`src/core/cal_pkg.sv`:
```
// Package: operation codes, flag layout, I/O bit-access constants for the ALU datapath
package cal_pkg;
   localparam int DATA_W = 8;
   localparam int WORD_W = 16;
   localparam int IO_ADDR_W = 6;
   // Bit-accessible I/O range
   localparam logic [5:0] IO_BIT_LO = 6'h00;
   localparam logic [5:0] IO_BIT_HI = 6'h1f;
   localparam logic [7:0] ALL_ONES = 8'hff;
   localparam logic [7:0] ALL_ZERO = 8'h00;
   // Status flag positions in the flag word
   localparam int FLG_C = 0;
   localparam int FLG_Z = 1;
   localparam int FLG_N = 2;
   localparam int FLG_V = 3;
   localparam int FLG_S = 4;
   localparam int FLG_H = 5;
   localparam logic [5:0] FLAGS_RST = 6'h00;
   localparam logic [7:0] RESULT_RST = 8'h00;
   localparam logic [15:0] WORD_RST = 16'h0000;
   // Clock counts
   localparam int CYC_BYTE_OP = 1;
   localparam int CYC_WORD_OP = 2;

   // APB register map (byte addresses)
   localparam logic [7:0] REG_OPCTL = 8'h00;
   localparam logic [7:0] REG_OPERAND = 8'h04;
   localparam logic [7:0] REG_RESULT = 8'h08;
   localparam logic [7:0] REG_FLAGS = 8'h0c;
   localparam logic [7:0] REG_WORD = 8'h10;
   localparam logic [7:0] REG_STATUS = 8'h14;

   typedef enum logic [4:0] {
      OP_ADD = 5'h00,
      OP_ADD_CARRY = 5'h01,
      OP_WORD_IMMEDIATE_SUM = 5'h02,
      OP_SUB = 5'h03,
      OP_DIFFERENCE_CONSTANT = 5'h04,
      OP_DIFFERENCE_WITH_BORROW = 5'h05,
      OP_DIFFERENCE_CONST_BORROW = 5'h06,
      OP_WORD_IMMEDIATE_DIFFERENCE = 5'h07,
      OP_AND = 5'h08,
      OP_CONJUNCTION_CONSTANT = 5'h09,
      OP_OR = 5'h0a,
      OP_DISJUNCTION_CONSTANT = 5'h0b,
      OP_EXCLUSIVE_DISJUNCTION = 5'h0c,
      OP_MASK_BITS_SET = 5'h0d,
      OP_MASK_BITS_CLEAR = 5'h0e,
      OP_BITWISE_INVERT = 5'h0f,
      OP_ARITH_INVERSE = 5'h10,
      OP_PLUS_ONE = 5'h11,
      OP_MINUS_ONE = 5'h12,
      OP_ZERO_REGISTER = 5'h13,
      OP_ALL_ONES_REGISTER = 5'h14,
      OP_IO_BIT_SET = 5'h15,
      OP_IO_BIT_CLEAR = 5'h16,
      OP_SKIP_IF_IO_BIT_ONE = 5'h17,
      OP_SKIP_IF_IO_BIT_ZERO = 5'h18
   } cal_op_t;

   typedef enum logic [0:0] {
      ST_IDLE = 1'b0,
      ST_WORD_HIGH = 1'b1
   } cal_state_t;

   // Operands presented by the register file
   typedef struct packed {
      logic [7:0] dst;
      logic [7:0] src;
      logic [7:0] imm;
      logic [15:0] pair;
   } cal_operands_t;

   // Bit access toward the I/O space
   typedef struct packed {
      logic [5:0] addr;
      logic [2:0] bit_sel;
   } cal_io_ref_t;
endpackage

```
`src/core/cal_core.sv`:
```
// ALU datapath with APB register access and low I/O single-bit access
`timescale 1ns/1ps
`default_nettype none
module cal_core #(
   parameter int IO_REGS = 32
) (
   input wire logic MCLK,
   input wire logic RESETN,
   // APB slave
   input wire logic PSEL,
   input wire logic PENABLE,
   input wire logic PWRITE,
   input wire logic [7:0] PADDR,
   input wire logic [31:0] PWDATA,
   output logic [31:0] PRDATA,
   output logic PREADY,
   output logic PSLVERR,
   // Masked-write and read port to the low I/O registers
   output logic [5:0] IO_ADDR,
   output logic [7:0] IO_WDATA,
   output logic [7:0] IO_WMASK,
   output logic IO_WE,
   input wire logic [7:0] IO_RDATA,
   output logic SKIP
);
   logic [4:0] op_code;
   logic start;
   cal_pkg::cal_operands_t opnd;
   cal_pkg::cal_io_ref_t ioref;
   logic [7:0] result;
   logic [15:0] word_result;
   logic [5:0] flags;
   logic busy;
   logic skip_q;
   cal_pkg::cal_state_t state;
   logic [15:0] word_sum;
   logic word_c_lo;
   logic [8:0] word_lo;
   logic [7:0] word_hi;
   logic word_v;
   logic word_c;

   logic [7:0] next_res;
   logic [5:0] next_flags;
   logic write_res;
   logic [8:0] wide;
   logic [7:0] bop;
   logic cin;
   logic [7:0] sub_a;

   logic setup_ok;
   logic wr_acc;
   logic [7:0] io_lo_addr;
   logic io_in_range;
   cal_pkg::cal_op_t op;

   assign op = cal_pkg::cal_op_t'(op_code);
   assign wr_acc = PSEL && PENABLE && PWRITE;
   assign setup_ok = PSEL && PENABLE;
   assign PREADY = 1'b1;
   assign PSLVERR = setup_ok && !(PADDR == cal_pkg::REG_OPCTL || PADDR == cal_pkg::REG_OPERAND
      || PADDR == cal_pkg::REG_RESULT || PADDR == cal_pkg::REG_FLAGS
      || PADDR == cal_pkg::REG_WORD || PADDR == cal_pkg::REG_STATUS);

   // Control and operand registers
   always_ff @(posedge MCLK) begin
      if (!RESETN) begin
         op_code <= 5'h00;
         ioref <= '0;
         opnd <= '0;
         start <= 1'b0;
      end else begin
         start <= 1'b0;
         if (wr_acc && PADDR == cal_pkg::REG_OPCTL && !busy) begin
            op_code <= PWDATA[4:0];
            ioref.bit_sel <= PWDATA[10:8];
            ioref.addr <= PWDATA[21:16];
            start <= PWDATA[31];
         end
         if (wr_acc && PADDR == cal_pkg::REG_OPERAND) begin
            opnd.dst <= PWDATA[7:0];
            opnd.src <= PWDATA[15:8];
            opnd.imm <= PWDATA[23:16];
         end
         if (wr_acc && PADDR == cal_pkg::REG_WORD) begin
            opnd.pair <= PWDATA[15:0];
         end
      end
   end

   always_comb begin
      PRDATA = 32'h0000_0000;
      if (PSEL && !PWRITE) begin
         unique case (PADDR)
            cal_pkg::REG_OPCTL: PRDATA = {10'h000, ioref.addr, 5'h00, ioref.bit_sel, 3'h0, op_code};
            cal_pkg::REG_OPERAND: PRDATA = {8'h00, opnd.imm, opnd.src, opnd.dst};
            cal_pkg::REG_RESULT: PRDATA = {24'h000000, result};
            cal_pkg::REG_FLAGS: PRDATA = {26'h0000000, flags};
            cal_pkg::REG_WORD: PRDATA = {word_result, opnd.pair};
            cal_pkg::REG_STATUS: PRDATA = {30'h00000000, skip_q, busy};
            default: PRDATA = 32'h0000_0000;
         endcase
      end
   end

   // Byte operations: operand b, carry in and result with flags
   always_comb begin
      bop = opnd.src;
      cin = 1'b0;
      sub_a = opnd.dst;
      wide = 9'h000;
      next_res = result;
      next_flags = flags;
      write_res = 1'b0;
      unique case (op)
         cal_pkg::OP_ADD, cal_pkg::OP_ADD_CARRY: begin
            cin = (op == cal_pkg::OP_ADD_CARRY) ? flags[cal_pkg::FLG_C] : 1'b0;
            wide = {1'b0, opnd.dst} + {1'b0, opnd.src} + {8'h00, cin};
            next_res = wide[7:0];
            next_flags[cal_pkg::FLG_C] = wide[8];
            next_flags[cal_pkg::FLG_H] = (opnd.dst[3] & opnd.src[3]) | (opnd.src[3] & ~wide[3])
               | (~wide[3] & opnd.dst[3]);
            next_flags[cal_pkg::FLG_V] = (opnd.dst[7] & opnd.src[7] & ~wide[7])
               | (~opnd.dst[7] & ~opnd.src[7] & wide[7]);
            write_res = 1'b1;
         end
         cal_pkg::OP_SUB, cal_pkg::OP_DIFFERENCE_CONSTANT, cal_pkg::OP_DIFFERENCE_WITH_BORROW,
         cal_pkg::OP_DIFFERENCE_CONST_BORROW, cal_pkg::OP_ARITH_INVERSE: begin
            bop = (op == cal_pkg::OP_SUB || op == cal_pkg::OP_DIFFERENCE_WITH_BORROW)
               ? opnd.src : opnd.imm;
            cin = (op == cal_pkg::OP_DIFFERENCE_WITH_BORROW
               || op == cal_pkg::OP_DIFFERENCE_CONST_BORROW) ? flags[cal_pkg::FLG_C] : 1'b0;
            if (op == cal_pkg::OP_ARITH_INVERSE) begin
               bop = opnd.dst;
            end
            wide = (op == cal_pkg::OP_ARITH_INVERSE)
               ? {1'b0, cal_pkg::ALL_ZERO} - {1'b0, bop}
               : {1'b0, opnd.dst} - {1'b0, bop} - {8'h00, cin};
            next_res = wide[7:0];
            next_flags[cal_pkg::FLG_C] = wide[8];
            sub_a = (op == cal_pkg::OP_ARITH_INVERSE) ? cal_pkg::ALL_ZERO : opnd.dst;
            next_flags[cal_pkg::FLG_H] = (~sub_a[3] & bop[3]) | (bop[3] & wide[3])
               | (wide[3] & ~sub_a[3]);
            next_flags[cal_pkg::FLG_V] = (sub_a[7] & ~bop[7] & ~wide[7])
               | (~sub_a[7] & bop[7] & wide[7]);
            write_res = 1'b1;
         end
         cal_pkg::OP_AND, cal_pkg::OP_CONJUNCTION_CONSTANT, cal_pkg::OP_OR,
         cal_pkg::OP_DISJUNCTION_CONSTANT, cal_pkg::OP_EXCLUSIVE_DISJUNCTION,
         cal_pkg::OP_MASK_BITS_SET, cal_pkg::OP_MASK_BITS_CLEAR, cal_pkg::OP_ZERO_REGISTER: begin
            unique case (op)
               cal_pkg::OP_AND: next_res = opnd.dst & opnd.src;
               cal_pkg::OP_CONJUNCTION_CONSTANT: next_res = opnd.dst & opnd.imm;
               cal_pkg::OP_OR: next_res = opnd.dst | opnd.src;
               cal_pkg::OP_DISJUNCTION_CONSTANT: next_res = opnd.dst | opnd.imm;
               cal_pkg::OP_EXCLUSIVE_DISJUNCTION: next_res = opnd.dst ^ opnd.src;
               cal_pkg::OP_MASK_BITS_SET: next_res = opnd.dst | opnd.imm;
               cal_pkg::OP_MASK_BITS_CLEAR: next_res = opnd.dst & (cal_pkg::ALL_ONES - opnd.imm);
               default: next_res = opnd.dst ^ opnd.dst;
            endcase
            next_flags[cal_pkg::FLG_V] = 1'b0;
            write_res = 1'b1;
         end
         cal_pkg::OP_BITWISE_INVERT: begin
            next_res = cal_pkg::ALL_ONES - opnd.dst;
            next_flags[cal_pkg::FLG_C] = 1'b1;
            next_flags[cal_pkg::FLG_V] = 1'b0;
            write_res = 1'b1;
         end
         cal_pkg::OP_PLUS_ONE, cal_pkg::OP_MINUS_ONE: begin
            next_res = (op == cal_pkg::OP_PLUS_ONE) ? opnd.dst + 8'h01 : opnd.dst - 8'h01;
            next_flags[cal_pkg::FLG_V] = (op == cal_pkg::OP_PLUS_ONE)
               ? (opnd.dst == 8'h7f) : (opnd.dst == 8'h80);
            write_res = 1'b1;
         end
         cal_pkg::OP_ALL_ONES_REGISTER: begin
            next_res = cal_pkg::ALL_ONES;
         end
         default: begin
            next_res = result;
         end
      endcase
      if (write_res) begin
         next_flags[cal_pkg::FLG_Z] = (next_res == 8'h00);
         next_flags[cal_pkg::FLG_N] = next_res[7];
         next_flags[cal_pkg::FLG_S] = next_res[7] ^ next_flags[cal_pkg::FLG_V];
      end
   end

   // Word ops: low byte at start, high byte with the low carry on the next clock
   always_comb begin
      word_lo = (op == cal_pkg::OP_WORD_IMMEDIATE_SUM)
         ? {1'b0, opnd.pair[7:0]} + {1'b0, opnd.imm}
         : {1'b0, opnd.pair[7:0]} - {1'b0, opnd.imm};
      word_hi = (op == cal_pkg::OP_WORD_IMMEDIATE_SUM)
         ? opnd.pair[15:8] + {7'h00, word_c_lo} : opnd.pair[15:8] - {7'h00, word_c_lo};
      word_v = (op == cal_pkg::OP_WORD_IMMEDIATE_SUM)
         ? (~opnd.pair[15] & word_hi[7]) : (opnd.pair[15] & ~word_hi[7]);
      word_c = (op == cal_pkg::OP_WORD_IMMEDIATE_SUM)
         ? (~word_hi[7] & opnd.pair[15]) : (word_hi[7] & ~opnd.pair[15]);
   end

   // Byte ops finish in the start cycle; word ops take a second clock for the high byte
   always_ff @(posedge MCLK) begin
      if (!RESETN) begin
         state <= cal_pkg::ST_IDLE;
         result <= cal_pkg::RESULT_RST;
         flags <= cal_pkg::FLAGS_RST;
         word_result <= cal_pkg::WORD_RST;
         word_sum <= cal_pkg::WORD_RST;
         word_c_lo <= 1'b0;
      end else begin
         unique case (state)
            cal_pkg::ST_IDLE: begin
               if (start && (op == cal_pkg::OP_WORD_IMMEDIATE_SUM
                  || op == cal_pkg::OP_WORD_IMMEDIATE_DIFFERENCE)) begin
                  // Low byte first; its carry is kept for the high byte
                  word_sum[7:0] <= word_lo[7:0];
                  word_c_lo <= word_lo[8];
                  state <= cal_pkg::ST_WORD_HIGH;
               end else if (start) begin
                  result <= next_res;
                  flags <= next_flags;
               end
            end
            cal_pkg::ST_WORD_HIGH: begin
               word_result <= {word_hi, word_sum[7:0]};
               flags[cal_pkg::FLG_V] <= word_v;
               flags[cal_pkg::FLG_C] <= word_c;
               flags[cal_pkg::FLG_N] <= word_hi[7];
               flags[cal_pkg::FLG_S] <= word_hi[7] ^ word_v;
               flags[cal_pkg::FLG_Z] <= ({word_hi, word_sum[7:0]} == 16'h0000);
               state <= cal_pkg::ST_IDLE;
            end
         endcase
      end
   end

   // I/O bit access: a masked write, so only the addressed bit changes
   assign io_lo_addr = {2'b00, ioref.addr};
   assign io_in_range = (ioref.addr <= cal_pkg::IO_BIT_HI) && (io_lo_addr < IO_REGS[7:0]);
   always_ff @(posedge MCLK) begin
      if (!RESETN) begin
         IO_ADDR <= 6'h00;
         IO_WDATA <= 8'h00;
         IO_WMASK <= 8'h00;
         IO_WE <= 1'b0;
         skip_q <= 1'b0;
         busy <= 1'b0;
      end else begin
         IO_WE <= 1'b0;
         busy <= start && (op == cal_pkg::OP_WORD_IMMEDIATE_SUM
            || op == cal_pkg::OP_WORD_IMMEDIATE_DIFFERENCE);
         // Loaded with the op itself, so a skip test reads the addressed register at once
         if (wr_acc && PADDR == cal_pkg::REG_OPCTL && !busy) begin
            IO_ADDR <= PWDATA[21:16];
         end
         if (start && io_in_range && (op == cal_pkg::OP_IO_BIT_SET || op == cal_pkg::OP_IO_BIT_CLEAR)) begin
            // Mask keeps write-one-to-clear neighbours untouched
            IO_WMASK <= 8'h01 << ioref.bit_sel;
            IO_WDATA <= (op == cal_pkg::OP_IO_BIT_SET) ? (8'h01 << ioref.bit_sel) : 8'h00;
            IO_WE <= 1'b1;
         end
         if (start && io_in_range && (op == cal_pkg::OP_SKIP_IF_IO_BIT_ONE
            || op == cal_pkg::OP_SKIP_IF_IO_BIT_ZERO)) begin
            skip_q <= (IO_RDATA[ioref.bit_sel] == (op == cal_pkg::OP_SKIP_IF_IO_BIT_ONE));
         end else if (start) begin
            skip_q <= 1'b0;
         end
      end
   end
   assign SKIP = skip_q;
endmodule
`default_nettype wire

```
`config.mk`:
```
export PLATFORM = sky130hd
export DESIGN_NAME = cal_core
export DESIGN_NICKNAME = d
export VERILOG_FILES = /design/src/core/cal_pkg.sv /design/src/core/cal_core.sv
export SDC_FILE = /design/constraint.sdc
export NUM_CORES = 1
export LEC_CHECK = 0
export BUFFER_PORTS_ARGS = -buffer_cell sky130_fd_sc_hd__buf_2
export CORE_MARGIN = 2
export CORE_UTILIZATION = 32
export CTS_CLUSTER_DIAMETER = 200
export CTS_CLUSTER_SIZE = 14
export DETAILED_ROUTE_END_ITERATION = 6
export PLACE_DENSITY_LB_ADDON = 0.08
export SLEW_MARGIN = 5
export SYNTH_ARGS = -nofsm -noshare
export SYNTH_HDL_FRONTEND = slang
export SYNTH_SLANG_ARGS = --single-unit
```
`constraint.sdc`:
```
create_clock -name MCLK -period 11 [get_ports MCLK]
set_clock_uncertainty 0.1 [all_clocks]
set_input_delay 1.1 -clock MCLK [delete_from_list [all_inputs] [get_ports MCLK]]
set_output_delay 1.1 -clock MCLK [all_outputs]
set_load 0.005 [all_outputs]
```
**Yosys cells after proc, flatten, opt, wreduce, memory -nomap -nowiden**

Cells that the tools add are included.

- Bitwise gates (word level): 43
- $add $sub $neg: 13
- Shift operators: 1
- Multiply operators: 0
- Equality and inequality tests: 36
- Reduce and logical (&&, ||, !) cells: 46
- Mux-type cells: 34
- Divide/modulo/power cells: 0
- $lt $le $gt $ge: 3

Operator list:

| cell | number |
|---|---|
| $pmux W32 S6 | 1 |
| $pmux W8 S6 | 2 |
| $mux W8 | 7 |
| $eq A5 B5 Y1 const B | 9 |
| $eq A5 B4 Y1 const B | 8 |
| $mux W32 | 1 |
| $and A8 B8 Y8 | 3 |
| $eq A5 B3 Y1 const B | 4 |
| $add A8 B8 Y9 | 2 |
| $mux W9 | 2 |
| $reduce_or A18 Y1 | 1 |
| $sub A8 B8 Y9 | 2 |
| $and A1 B1 Y1 | 16 |
| $eq A8 B4 Y1 const B | 2 |
| $eq A8 B5 Y1 const B | 2 |
| $logic_not A16 Y1 | 1 |
| $logic_not A8 Y1 | 2 |
| $or A8 B8 Y8 | 2 |
| $sub A8 B8 Y8 const A | 2 |
| $xor A8 B8 Y8 | 2 |
| $logic_and A1 B1 Y1 | 13 |
| $mux W1 | 12 |
| $not A1 Y1 | 12 |
| $eq A5 B2 Y1 const B | 2 |
| other kinds (38) | 66 |

- Bits in latches: 0
- Output and inout port bits: 58
- ROM bits: 0
- Flip-flop bits (word level): 114
- Memories: 0
- RAM bits: 0
- Logic and storage cells: 198

**Longest topological paths before layout**

- Depth in word-level cells: 17
- Gate-level depth with buffers: 20
- Gate-level depth less buffers: 18

**Worst setup path before layout**

No wires, ideal clock.

- Path type: flip-flop to flip-flop
- Start: reg op_code[2] (netlist: op[2])
- End: reg flags[0]
- Buffers on the path: 3
- Stages on the path, launching flop included: 20
- Data arrival time: 3563 ps
- Period minus slack after synthesis: 3796 ps
- Required time: 10766 ps
- Path slack: 7204 ps
- Setup time: 134 ps
- Path through: dfxtp_1 -> buf_6 -> buf_2 -> buf_1 -> nor2b_1 -> nand4b_1 -> xor2_1 -> ha_1 -> a21o_1 -> inv_1 -> fa_1 -> nand2_1 -> a2111oi_0 -> nor3_1 -> a21o_1 -> a21oi_1 -> xnor2_1 -> nand2_1 -> a221oi_1 -> o32ai_1

- Cells in the longest elaborated chain, start to end: 12

Ends and longest elaborated chain:

| what | line | RTL |
|---|---|---|
| start: declaration | cal_core.sv:26 | `logic [4:0] op_code;` |
| start signal: assignment | cal_core.sv:75 | `op_code <= PWDATA[4:0];` |
| $eq A5 B2 Y1 / $eq A5 B3 Y1 (equally long branches) | cal_core.sv:115, cal_core.sv:129, cal_core.sv:131 |  |
| $logic_or A1 B1 Y1 | cal_core.sv:129 | `bop = (op == cal_pkg::OP_SUB \|\| op == cal_pkg::OP_DIFFERENCE_WITH_BORROW)` |
| $mux W8 | cal_core.sv:130 | `? opnd.src : opnd.imm;` |
| $mux W8 | cal_core.sv:133 | `if (op == cal_pkg::OP_ARITH_INVERSE) begin` |
| $mux W8 | cal_core.sv:115 | `unique case (op)` |
| $sub A8 B8 Y9 | cal_core.sv:138 | `: {1'b0, opnd.dst} - {1'b0, bop} - {8'h00, cin};` |
| $sub A9 B1 Y9 | cal_core.sv:138 |  |
| $mux W9 | cal_core.sv:137 | `? {1'b0, cal_pkg::ALL_ZERO} - {1'b0, bop}` |
| $pmux W1 S3 | cal_core.sv:115 |  |
| $mux W5 | cal_core.sv:221 | `end else if (start) begin` |
| $mux W5 | cal_core.sv:215 | `if (start && (op == cal_pkg::OP_WORD_IMMEDIATE_SUM` |
| $pmux W5 S2 | cal_core.sv:213 | `unique case (state)` |
| end signal: assignment | cal_core.sv:223 | `flags <= next_flags;` |
| end signal: indexed assignment | cal_core.sv:228 | `flags[cal_pkg::FLG_V] <= word_v;` |
| end signal: indexed assignment | cal_core.sv:229 | `flags[cal_pkg::FLG_C] <= word_c;` |
| end: declaration | cal_core.sv:32 | `logic [5:0] flags;` |

Several ways; a longest one is shown, not always the timed one. The select of a mux whose other input is x is not followed.
A chain may end at the register's enable or synchronous reset.

**Worst setup path after layout**

- Start: reg op_code[4] (netlist: op[4])
- End: reg flags[0]

Same word-level chain as after synthesis.

==> results by group <==
Finish
  • Layout cells sized above 1: 14.70%
  • Final core utilization: 37.11%
  • Layout area overhead: 15.07%
  • Final #Nets: 1313
  • Antenna diodes: 0

Critical path
  • CP Cell Sequence: buf_4 -> or3b_1 -> nor2_2 -> nand2_1 -> nand2_1 -> xor2_1 -> ha_1 -> a21o_1 -> inv_1 -> fa_1 -> nand2_1 -> a2111oi_0 -> nor3_1 -> a21o_1 -> a21oi_1 -> xnor2_1 -> nand2_1 -> a221oi_1 -> o32ai_1
  • Critical path class: register to register
  • CP startpoint kind: register
  • Critical Path RT: 11.18 ns
  • Worst path buffer plus inverter count: 2
  • Slowest CP cell: a221oi_1
  • Crit end category: register
  • Crit path max fanout: 30
  • CP peak stage delay: 0.67 ns
  • Delay-heaviest family, CP: simple AND/OR/NAND/NOR gates
  • Arr. time, crit path: 5.26 ns
  • CP dominant cell by count: nand2_1

Synth
  • Register area share after synthesis: 26.48%
  • Syn nets: 1257
  • Area leader, netlist: dfxtp_1
  • Post-synth EDFFs: 0
  • Synth Area per Inst: 7.495 µm²
  • Synth Cell Area: 8620 µm²
  • YS warnings: 0
  • Number of synthesized register bits: 114
  • Post-synth cell types: 84
  • Yosys top cell area share: 26.48%
  • Post-synth ARST share: 0%
  • Top cells by area, synth: dfxtp_1 (26%), nand2_1 (7.2%), ha_1 (6.8%)
  • Synth Flop Type: dfxtp_1
  • Post-Synthesis Cells: 1150

Power and ir drop
  • Peak supply drop: 0.0001059 V
  • Pwr dens: 99.77 nW/µm²
  • P_leak: 3.791 nW
  • Pwr Total: 989.6 µW

Drt
  • Routed WL: 34560 µm
  • DRC Markers: 0
  • Wirelength per Cell: 22.17 µm
  • Pre-antenna DRT Iters: 6
  • Via density per instance: 5.649
  • Via count: 8807
  • Initial drt markers: 722
  • Antenna Nets Post-Route: 0

Global route
  • Vias in the first global route: 8316
  • Total GRT Usage: 24.57%
  • Largest net degree at the start of global routing: 73
  • Antenna violations before repair: 0
  • Global route overflow: 0
  • First-pass GRT wire length: 52480 µm

Clock network
  • Worst skew pair latency: 0.42 ns
  • Clock slew at reported path FFs: 0.06 ns
  • # hold bufs at CTS: 0
  • H-tree levels: 4
  • Post-cts resize count: 0
  • Clk buf depth: 2
  • Setup Buffers After CTS: 0
  • TritonCTS clock tree: built
  • CTS sink cnt: 114
  • Root buffer selected by CTS: clkbuf_16
  • Cts bufs inserted: 17

STA
  • Setup TNS Final: 0 ns
  • Setup WS post-layout: 5.911 ns
  • Worst slew pin tran: 1.050 ns
  • Fin. max-slew vios: 0
  • Final hold vios: 0
  • Final setup viols: 0
  • Fmax: 0.1965 GHz
  • Max-slew headroom: 29.72%
  • RSZ-0062 raised after global routing: no
  • Final period util: 46.26%
  • Fin crit period: 5.089 ns

Floorplanning
  • Die ar.: 28260 µm²
  • Die span in y: 168.1 µm
  • Rows: 60
  • Starting Density: 32.25%
  • Ports: 111
  • Die width: 168.1 µm
  • Core area: 26730 µm²

Run status
  • Run status: finished, final reports clean

Place
  • Post-place setup slack: 5.936 ns
  • Gpl congestion: 0.9252
  • Port Buffers: 102
  • Hpwl dp: 25470 µm

Flow run
  • Max_cap viols: 0

Hold path
  • Worst min path class: register to register
==> cell usage in the layout, fill, tap and decap left out, types with 18 or more instances in the layout <==
master / n
nand2_1: 165
nor2_1: 125
dfxtp_1: 114
a21oi_1: 104
buf_2: 102
inv_1: 47
ha_1: 47
mux2i_1: 40
nor3_1: 36
xnor2_1: 29
o21ai_0: 29
a22oi_1: 28
buf_4: 23
nand2b_1: 18
and3_1: 18
==> path summary, 6_finish.rpt <==
path	to	cells after the start	slack (ns)	start
max	flags[0]	19	5.91	op[4]
min	IO_WMASK[7]	2	0.35	IO_WMASK[7]
max reg2reg	flags[0]	19	5.91	op[4]
min reg2reg	IO_WMASK[7]	2	0.35	IO_WMASK[7]
==> per-layer routing <==
| layer | wire length (µm) | up-vias | global-route usage [%] |
|---|---|---|---|
| met2 | 15850 | 287 | 39.35 |
| met4 | 1178 | 0 | 9.145 |
| met5 | 0 | - | 0 |
| li1 | - | 4243 | - |
| met1 | 15940 | 4210 | 33.58 |
| met3 | 1580 | 67 | 3.620 |
==> registers in the layout, summed over array words and instances, names as in the netlist <==
| signal | flops |
|---|---|
| word_result | 16 |
| IO_WDATA | 8 |
| flags | 6 |
| op | 5 |
| opnd | 40 |
| busy | 1 |
| IO_ADDR | 6 |
| SKIP | 1 |
| IO_WE | 1 |
| start | 1 |
| ioref | 3 |
| result | 8 |
| word_sum | 8 |
| word_c_lo | 1 |
| IO_WMASK | 8 |
| state | 1 |
==> cell usage after synthesis, types with 14 or more instances <==
cell type,n
dfxtp_1,114
nand2_1,165
nand2b_1,18
and3_1,18
nor2b_1,14
nand3_1,16
a22oi_1,28
ha_1,47
a21oi_1,104
nor2_1,125
inv_1,47
nor3_1,36
xnor2_1,29
mux2i_1,40
clkbuf_1,64
o21ai_0,29
nand4_1,14
==> area by class of cell <==
| type | instances | area (µm²) |
|---|---|---|
| clock buffers | 18 | 439.2 |
| clock inverters | 13 | 136.4 |
| fillers | 2871 | 16810 |
| inverters | 49 | 185.2 |
| multi-input cells | 899 | 5766 |
| flip-flops and latches | 114 | 2282 |
| well taps | 341 | 426.7 |
| repair buffers | 125 | 683.2 |
==> where the power goes <==
group	leakage [nW]	switching, mW	internal [mW]
Sequential	0.918	0.000220	0.413
Clock	0.274	0.212	0.337
Combinational	2.60	0.0180	0.00881
==> tightest hold or removal path: stages (launching register included) <==
cell and delay, ns:
dfxtp_1 0.30, nand2_1 0.05, a21oi_1 0.05
==> metrics by stage <==
stage | instance area (µm²) | instances | hold WS, ns
2_1_floorplan | 8620 | 1150 | 0.3266
3_3_place_gp | 9343 | 1528 | 0.3387
3_5_place_dp | 9343 | 1528 | 0.3444
4_1_cts | 9918 | 1559 | 0.3516
5_1_grt | 9918 | 1559 | 0.3722
6_report | 9918 | 1559 | 0.3518
==> logic make-up after synthesis <==
family	share of synthesized area, %
xor gates and xnor gates	4.282
adders and majority gates	8.564
and+or+nand+nor	25.26
DFF	26.48
AOI/OAI and AO/OA	23.31
muxes	5.429
other	0.04351
buffers and inverters	6.634
Note: power is estimated with default switching activity, not from simulation.
